**src/rtl/flash_status_regs.svh**
```systemverilog
// Constants for the flash status polling controller
`ifndef FLASH_STATUS_REGS_SVH
`define FLASH_STATUS_REGS_SVH
`define DQ_W 8
`define BIT_TOGGLE_TWO 2
`define BIT_ERASE_TIMER 3
`define BIT_TIMING_LIMIT 5
`define BIT_TOGGLE_ONE 6
`define CMD_RESET 8'hF0
`define CMD_RESET_ADDR 20'h0_0000
// Read and write strobe lengths, in ns and in cycles of the 4 ns clock
`define CLK_NS 4
`define STROBE_NS 80
`define STROBE_CYC ((`STROBE_NS + `CLK_NS - 1) / `CLK_NS)
`define GAP_NS 40
`define GAP_CYC ((`GAP_NS + `CLK_NS - 1) / `CLK_NS)
// Erase time-out guard for extra sector erase commands
`define ERASE_GAP_US 50
`define ERASE_GAP_CYC ((`ERASE_GAP_US * 1000) / `CLK_NS)
`endif

```
**src/rtl/flash_status_pkg.sv**
```systemverilog
// Types for the flash status polling controller
package flash_status_pkg;
  typedef enum logic [3:0] {
    ST_IDLE = 4'b0000,
    ST_READ1 = 4'b0001,
    ST_READ2 = 4'b0010,
    ST_CHECK = 4'b0011,
    ST_READ3 = 4'b0100,
    ST_READ4 = 4'b0101,
    ST_RECHECK = 4'b0110,
    ST_RESET_WR = 4'b0111,
    ST_DONE = 4'b1000
  } poll_state_e;

  typedef enum logic [1:0] {
    RES_OK = 2'b00,
    RES_FAIL = 2'b01,
    RES_ABORT = 2'b10
  } poll_result_e;

  typedef struct packed {
    logic ce_n;
    logic oe_n;
    logic we_n;
    logic [19:0] addr;
  } flash_ctl_s;

  typedef struct packed {
    logic toggle_one;
    logic toggle_two;
    logic timing_limit;
    logic erase_timer;
  } status_bits_s;
endpackage : flash_status_pkg

```
**src/rtl/flash_status_poller.sv**
```systemverilog
// Host-side toggle bit poller driving the flash status pins
`timescale 1ns/100ps
`include "flash_status_regs.svh"

// How it works
// - Start polling with two reads; equal toggle bits mean done.
// - Still toggling: check limit flag, reread, reset on failure.
// - Resuming after abort restarts from the first double read.
// - After a limit failure write the reset command.
// - Timer check may be skipped if commands come within 50 us.
// - Confirm acceptance by toggle bit before reading timer bit; here both are latched together in ST_CHECK.
// - Check timer bit before and after each extra erase command; the poller only reports it, and the caller issues erase commands.
module flash_status_poller #(
  parameter int STROBE_CYC = `STROBE_CYC,
  parameter int GAP_CYC = `GAP_CYC
) (
  input wire logic i_clk,
  input wire logic i_rst_n,
  input wire logic i_start,
  input wire logic i_abort,
  input wire logic [19:0] i_addr,
  input wire logic [`DQ_W-1:0] i_dq,
  input wire logic i_ready_busy_n,
  output flash_status_pkg::flash_ctl_s o_ctl,
  output logic [`DQ_W-1:0] o_dq,
  output logic o_dq_oe,
  output logic o_busy,
  output logic o_done,
  output flash_status_pkg::poll_result_e o_result,
  output flash_status_pkg::status_bits_s o_status,
  output logic o_ready
);
  import flash_status_pkg::*;

  poll_state_e state;
  poll_state_e next_state;
  logic [7:0] cnt;
  logic strobe_on;
  logic [`DQ_W-1:0] first_dq;
  logic [19:0] addr;
  logic cycle_end;
  logic is_read;
  logic toggling;
  logic limit_hit;
  logic [`DQ_W-1:0] next_first;
  logic [`DQ_W-1:0] second_dq;
  logic [`DQ_W-1:0] next_second;
  logic sample_end;
  logic abort_ok;

  // One bus cycle: strobe low for STROBE_CYC, then high for GAP_CYC
  assign cycle_end = !strobe_on && cnt == 8'(GAP_CYC - 1);
  assign is_read = state inside {ST_READ1, ST_READ2, ST_READ3, ST_READ4};
  // Both reads are latched in the last strobe-low cycle; the bus is
  // released by the time the compare states run, so it is never used live
  assign sample_end = strobe_on && cnt == 8'(STROBE_CYC - 1);
  assign toggling =
    first_dq[`BIT_TOGGLE_ONE] != second_dq[`BIT_TOGGLE_ONE];
  assign limit_hit = second_dq[`BIT_TIMING_LIMIT];
  assign next_first = (sample_end && state inside {ST_READ1, ST_READ3})
                      ? i_dq : first_dq;
  assign next_second = (sample_end && state inside {ST_READ2, ST_READ4})
                       ? i_dq : second_dq;
  // Abort is refused once a failure decision or the reset write is due
  assign abort_ok = i_abort
                    && !(state inside {ST_IDLE, ST_RECHECK, ST_RESET_WR});

  always_comb begin
    next_state = state;
    case (state)
      ST_IDLE: if (i_start) next_state = ST_READ1;
      ST_READ1: if (cycle_end) next_state = ST_READ2;
      ST_READ2: if (cycle_end) next_state = ST_CHECK;
      ST_CHECK: begin
        if (!toggling) next_state = ST_DONE;
        else if (limit_hit) next_state = ST_READ3;
        else next_state = ST_READ1;
      end
      ST_READ3: if (cycle_end) next_state = ST_READ4;
      ST_READ4: if (cycle_end) next_state = ST_RECHECK;
      ST_RECHECK: next_state = toggling ? ST_RESET_WR : ST_DONE;
      ST_RESET_WR: if (cycle_end) next_state = ST_DONE;
      ST_DONE: next_state = ST_IDLE;
      default: next_state = ST_IDLE;
    endcase
    // Abort drops the pass; a fresh start reruns from the double read
    if (abort_ok)
      next_state = ST_IDLE;
  end

  always_ff @(posedge i_clk or negedge i_rst_n) begin
    if (!i_rst_n) begin
      state <= ST_IDLE;
      cnt <= 8'h00;
      strobe_on <= 1'b0;
      first_dq <= 8'h00;
      second_dq <= 8'h00;
      addr <= 20'h0_0000;
    end else begin
      state <= next_state;
      first_dq <= next_first;
      second_dq <= next_second;
      if (state == ST_IDLE && i_start) addr <= i_addr;
      if (next_state != state || state inside {ST_CHECK, ST_RECHECK}) begin
        cnt <= 8'h00;
        strobe_on <= 1'b1;
      end else if (strobe_on && cnt == 8'(STROBE_CYC - 1)) begin
        cnt <= 8'h00;
        strobe_on <= 1'b0;
      end else if (!cycle_end) begin
        cnt <= cnt + 8'h01;
      end
    end
  end

  // Pin and result registers
  always_ff @(posedge i_clk or negedge i_rst_n) begin
    if (!i_rst_n) begin
      o_ctl <= '{ce_n: 1'b1, oe_n: 1'b1, we_n: 1'b1, addr: 20'h0_0000};
      o_dq <= 8'h00;
      o_dq_oe <= 1'b0;
      o_busy <= 1'b0;
      o_done <= 1'b0;
      o_result <= RES_OK;
      o_status <= '0;
      o_ready <= 1'b0;
    end else begin
      o_ctl.ce_n <= !(strobe_on && (is_read || state == ST_RESET_WR));
      o_ctl.oe_n <= !(strobe_on && is_read);
      o_ctl.we_n <= !(strobe_on && state == ST_RESET_WR);
      o_ctl.addr <= (state == ST_RESET_WR) ? `CMD_RESET_ADDR : addr;
      o_dq <= `CMD_RESET;
      o_dq_oe <= state == ST_RESET_WR;
      o_busy <= state != ST_IDLE;
      o_done <= state == ST_DONE;
      // Pin level is only trusted once no write strobe is open
      o_ready <= i_ready_busy_n && o_ctl.we_n;
      if (state == ST_RECHECK && toggling) o_result <= RES_FAIL;
      else if (state inside {ST_CHECK, ST_RECHECK} && !toggling)
        o_result <= RES_OK;
      else if (abort_ok)
        o_result <= RES_ABORT;
      if (state == ST_CHECK) begin
        o_status.toggle_one <= toggling;
        o_status.toggle_two <= first_dq[`BIT_TOGGLE_TWO]
                               != second_dq[`BIT_TOGGLE_TWO];
        o_status.timing_limit <= limit_hit;
        // Timer bit is only reported, in the same cycle as the toggle compare;
        // the caller decides whether further erase commands are safe
        o_status.erase_timer <=
          second_dq[`BIT_ERASE_TIMER];
      end
    end
  end

  property p_reset_after_fail;
    @(posedge i_clk) disable iff (!i_rst_n)
      (state == ST_RECHECK && toggling) |=> state == ST_RESET_WR;
  endproperty
  a_reset_after_fail: assert property (p_reset_after_fail)
    else $error("failure did not lead to reset write");

  property p_done_on_steady;
    @(posedge i_clk) disable iff (!i_rst_n)
      (state == ST_CHECK && !toggling && !i_abort) |=> state == ST_DONE
      ##1 o_done;
  endproperty
  a_done_on_steady: assert property (p_done_on_steady)
    else $error("steady toggle bit did not finish");

  property p_limit_recheck;
    @(posedge i_clk) disable iff (!i_rst_n)
      (state == ST_CHECK && toggling && limit_hit && !i_abort)
      |=> state == ST_READ3;
  endproperty
  a_limit_recheck: assert property (p_limit_recheck)
    else $error("limit flag did not cause recheck");

  property p_start_double_read;
    @(posedge i_clk) disable iff (!i_rst_n)
      (state == ST_IDLE && i_start && !i_abort) |=> state == ST_READ1;
  endproperty
  a_start_double_read: assert property (p_start_double_read)
    else $error("start skipped first read");

  property p_reset_cmd_drive;
    @(posedge i_clk) disable iff (!i_rst_n)
      !o_ctl.we_n |-> o_dq_oe && o_dq == `CMD_RESET;
  endproperty
  a_reset_cmd_drive: assert property (p_reset_cmd_drive)
    else $error("write strobe without reset command data");

  property p_no_overlap;
    @(posedge i_clk) disable iff (!i_rst_n)
      !(!o_ctl.oe_n && !o_ctl.we_n);
  endproperty
  a_no_overlap: assert property (p_no_overlap)
    else $error("read and write strobes overlap");

  property p_fail_result;
    @(posedge i_clk) disable iff (!i_rst_n)
      (state == ST_RECHECK && toggling) |=> o_result == RES_FAIL;
  endproperty
  a_fail_result: assert property (p_fail_result)
    else $error("failure not reported");

  property p_addr_held;
    @(posedge i_clk) disable iff (!i_rst_n)
      (!o_ctl.oe_n && $past(!o_ctl.oe_n)) |-> $stable(o_ctl.addr);
  endproperty
  a_addr_held: assert property (p_addr_held)
    else $error("status read address moved mid cycle");
endmodule : flash_status_poller

```
**config.mk**
```make
export PLATFORM = sky130hd
export DESIGN_NAME = flash_status_poller
export DESIGN_NICKNAME = d
export VERILOG_FILES = /design/src/rtl/flash_status_pkg.sv /design/src/rtl/flash_status_poller.sv
export VERILOG_INCLUDE_DIRS = /design/src /design/src/rtl
export SDC_FILE = /design/constraint.sdc
export NUM_CORES = 1
export LEC_CHECK = 0
export BUFFER_PORTS_ARGS = -buffer_cell sky130_fd_sc_hd__buf_2
export CAP_MARGIN = 0
export CORE_MARGIN = 2
export CORE_UTILIZATION = 40
export CTS_CLUSTER_DIAMETER = 100
export DETAILED_ROUTE_END_ITERATION = 6
export PLACE_DENSITY = 0.69
export SLEW_MARGIN = 10
export SYNTH_ARGS = -nofsm -noshare
export SYNTH_HDL_FRONTEND = slang
export SYNTH_SLANG_ARGS = --single-unit
```
**constraint.sdc**
```tcl
create_clock -name i_clk -period 6.94 [get_ports i_clk]
set_input_delay 0.694 -clock i_clk [delete_from_list [all_inputs] [get_ports i_clk]]
set_output_delay 0.694 -clock i_clk [all_outputs]
set_load 0.02 [all_outputs]
```
==> run summary <==
status - completed
Seq/Total Area, Yosys - 57.8%
Port Buffers - 65
Routed WL - 5700 um
final std cells w/o fill - 422
Hold Buf Count CTS - 0
top_reg_cell synth - dfrtp_1
critical path data required time - 7.15 ns
clock transition at the registers of the reported paths - 0.08 ns
Detailed Routing Iterations Pass 1 - 4
core area - 0.00769 sq mm
Max VDD drop - 0.243 mV
Synth Instances - 253
via/cell ratio - 4.83
share of cells above drive strength 1 - 36.6%
initial antenna violation count - 0
synthesized flop and latch total - 73
max-cap violations - 0
top sig layer - met4
# rows - 32
Ys Warns - 0
CTS tree - done
Placer Congestion - 0.842
H-tree Lvls - 3
total negative slack - 0 ns
Crit Path Max Fanout - 21
sequential share of power - 46.9%
first-pass GRT wire length - 9380 um
switching power total - 0.000456 W
met2 WL - 2760 um
Clock Sinks - 73
Placed Instances - 406
post-DP HPWL - 3870 um
Pint - 0.000890 W
most common cell after layout, fill and taps aside - dfrtp_1
final critical-path required period - 3.58 ns
unrepaired setup endpoints after global routing - no
final count of hold timing violations - 0
Comb power frac - 30.2%
gr ovfl total - 0
area delta synth->final - 17.0%
Global Route Usage Sum - 13.9%
fmax - 279 MHz
DRC - 0
Distinct cells, synth - 51
Die X - 92.9 um
Initial DRC Count - 105
clk buf depth - 2
crit path capture type - flop
largest net degree at the start of global routing - 74
# IOs - 74
highest-count cells in the layout ignoring fill and taps - dfrtp_1, buf_2, and2_1
Async S/R FF share, synth - 100%
final period utilization - 51.6%
clock share of power - 22.9%
vias in the first global route - 2065
Area after DPL - 0.00352 sq mm
TritonCTS buffer count - 9
CTS root buffer - clkbuf_8
CP Class - reg2reg
Setup Fix Bufs, Post-CTS - 0
die area - 0.00864 sq mm
worst skew pair latency - 0.35 ns
pwr/cell area - 363 mW/mm^2
met3 WL - 352 um
endpoints failing setup - 0
Rel. slew slack - 27.7%
cell leakage power - 1.67 nW
Layout Skew - 0.0145 ns
DR vias - 2039
Routed WL per cell - 13.5 um
chip height - 92.9 um
WP data arrival - 3.79 ns
final max-slew violation count - 0
antenna diode count - 0
Met1 Wirelength - 2520 um
startpoint types - flop
Mapped Area - 0.00316 sq mm
Initial Util - 41.2%
Nets - 350
syn avg cell area - 12.5 sq um
Hold Path Class - in2async
Finished Cell Area - 0.00370 sq mm
antenna-violating nets left - 0
Slew @ Worst Pin - 1.07 ns
CTS resizes - 0
Sw Ratio - 33.9%
number of flops mapped to enable cells by yosys - 0
Yosys cell counts (3+ instances only):
cell type | n | area [sq um]
dfrtp_1 | 70 | 1750
and2_1 | 23 | 144
mux2_2 | 17 | 191
mux2_1 | 13 | 146
nor2_1 | 10 | 37.5
nand2_1 | 9 | 33.8
buf_4 | 7 | 52.6
inv_1 | 7 | 26.3
nor4_1 | 7 | 43.8
xnor2_1 | 7 | 61.3
a21oi_1 | 6 | 30.0
clkbuf_1 | 5 | 18.8
nand3_1 | 5 | 25.0
nor3_1 | 5 | 25.0
o21ai_0 | 5 | 25.0
or3_1 | 4 | 25.0
xor2_1 | 4 | 35.0
buf_6 | 3 | 33.8
dfstp_2 | 3 | 78.8
nand3b_1 | 3 | 22.5
power by group through the flow:
| stage | sequential (W) | clock (W) | combinational (W) |
|---|---|---|---|
| finish | 0.000631 | 0.000308 | 0.000407 |
| global route | 0.000647 | 0.000336 | 0.000447 |
| CTS | 0.000632 | 0.000320 | 0.000415 |
| detailed placement | 0.000641 | 0 | 0.000415 |
| global placement | 0.000633 | 0 | 0.000404 |
| floorplan | 0.000715 | 0 | 0.000213 |
through the flow:
stage | setup slack (ns) | power (W) | hold slack, ns | util [%]
after floorplan | 4.67 | 0.000929 | 0.398 | -
after global placement | 3.40 | 0.00104 | 0.455 | 45.7
after detailed placement | 3.32 | 0.00106 | 0.459 | 45.7
after CTS | 3.29 | 0.00137 | 0.481 | 48.2
after global routing | 3.11 | 0.00143 | 0.494 | 48.2
final | 3.36 | 0.00135 | 0.455 | 48.2
flip-flops by register name, summed over array words and instances, names as in the netlist:
register,count
state,4
o_ready,1
o_busy,1
o_ctl,23
addr,20
cnt,8
o_result,2
o_dq,1
o_dq_oe,1
first_dq,2
o_done,1
strobe_on,1
second_dq,4
o_status,4
metal layers:
layer / track usage [%] / vias to the layer above
met2: 22.5 / 57
met4: 4.53 / 0
met3: 5.29 / 8
met5: 0 / -
li1: - / 987
met1: 17.2 / 987
path summary, 6_finish.rpt:
check	to	depth (start not counted)	from	slack [ns]
setup / recovery	strobe_on	6	state[0]	3.36
hold / removal	addr[5]	1	i_rst_n	0.46
hold reg to reg	o_ctl[17]	1	addr[17]	0.47
min in group i_clk	o_ctl[17]	1	addr[17]	0.47
setup reg to reg	strobe_on	6	state[0]	3.36
max in group asynchronous	o_ready	1	i_rst_n	5.90
critical path: stages (launching register included):
cell       delay [ns]
dfrtp_1          0.57
or3_1            0.56
nand3b_1         0.86
and4bb_2         0.62
a21oi_2          0.16
a2bb2oi_2        0.15
or4_1            0.53
final cells by class:
cell class                 count  area, sq um
tap                          102          128
fill                         713         3980
sequential                    73         1830
timing repair buffer          65          328
inverter                       7         26.3
clock inverter                 6         50.0
multi-input combinational    159         1200
clock buffer                  10          138
logic make-up (layout without fill, tap and decap cells):
family	count (synthesis)	in the layout	synth area share [%]
compound gates	26	26	5.81
simple gates	85	85	17.1
flops	73	73	57.8
fa+ha+maj	2	2	0.791
other cells	2	5	0.237
mux	30	30	10.7
xor+xnor	11	11	3.04
buf+inv	24	88	4.47
Note: power is estimated with default switching activity, not from simulation.
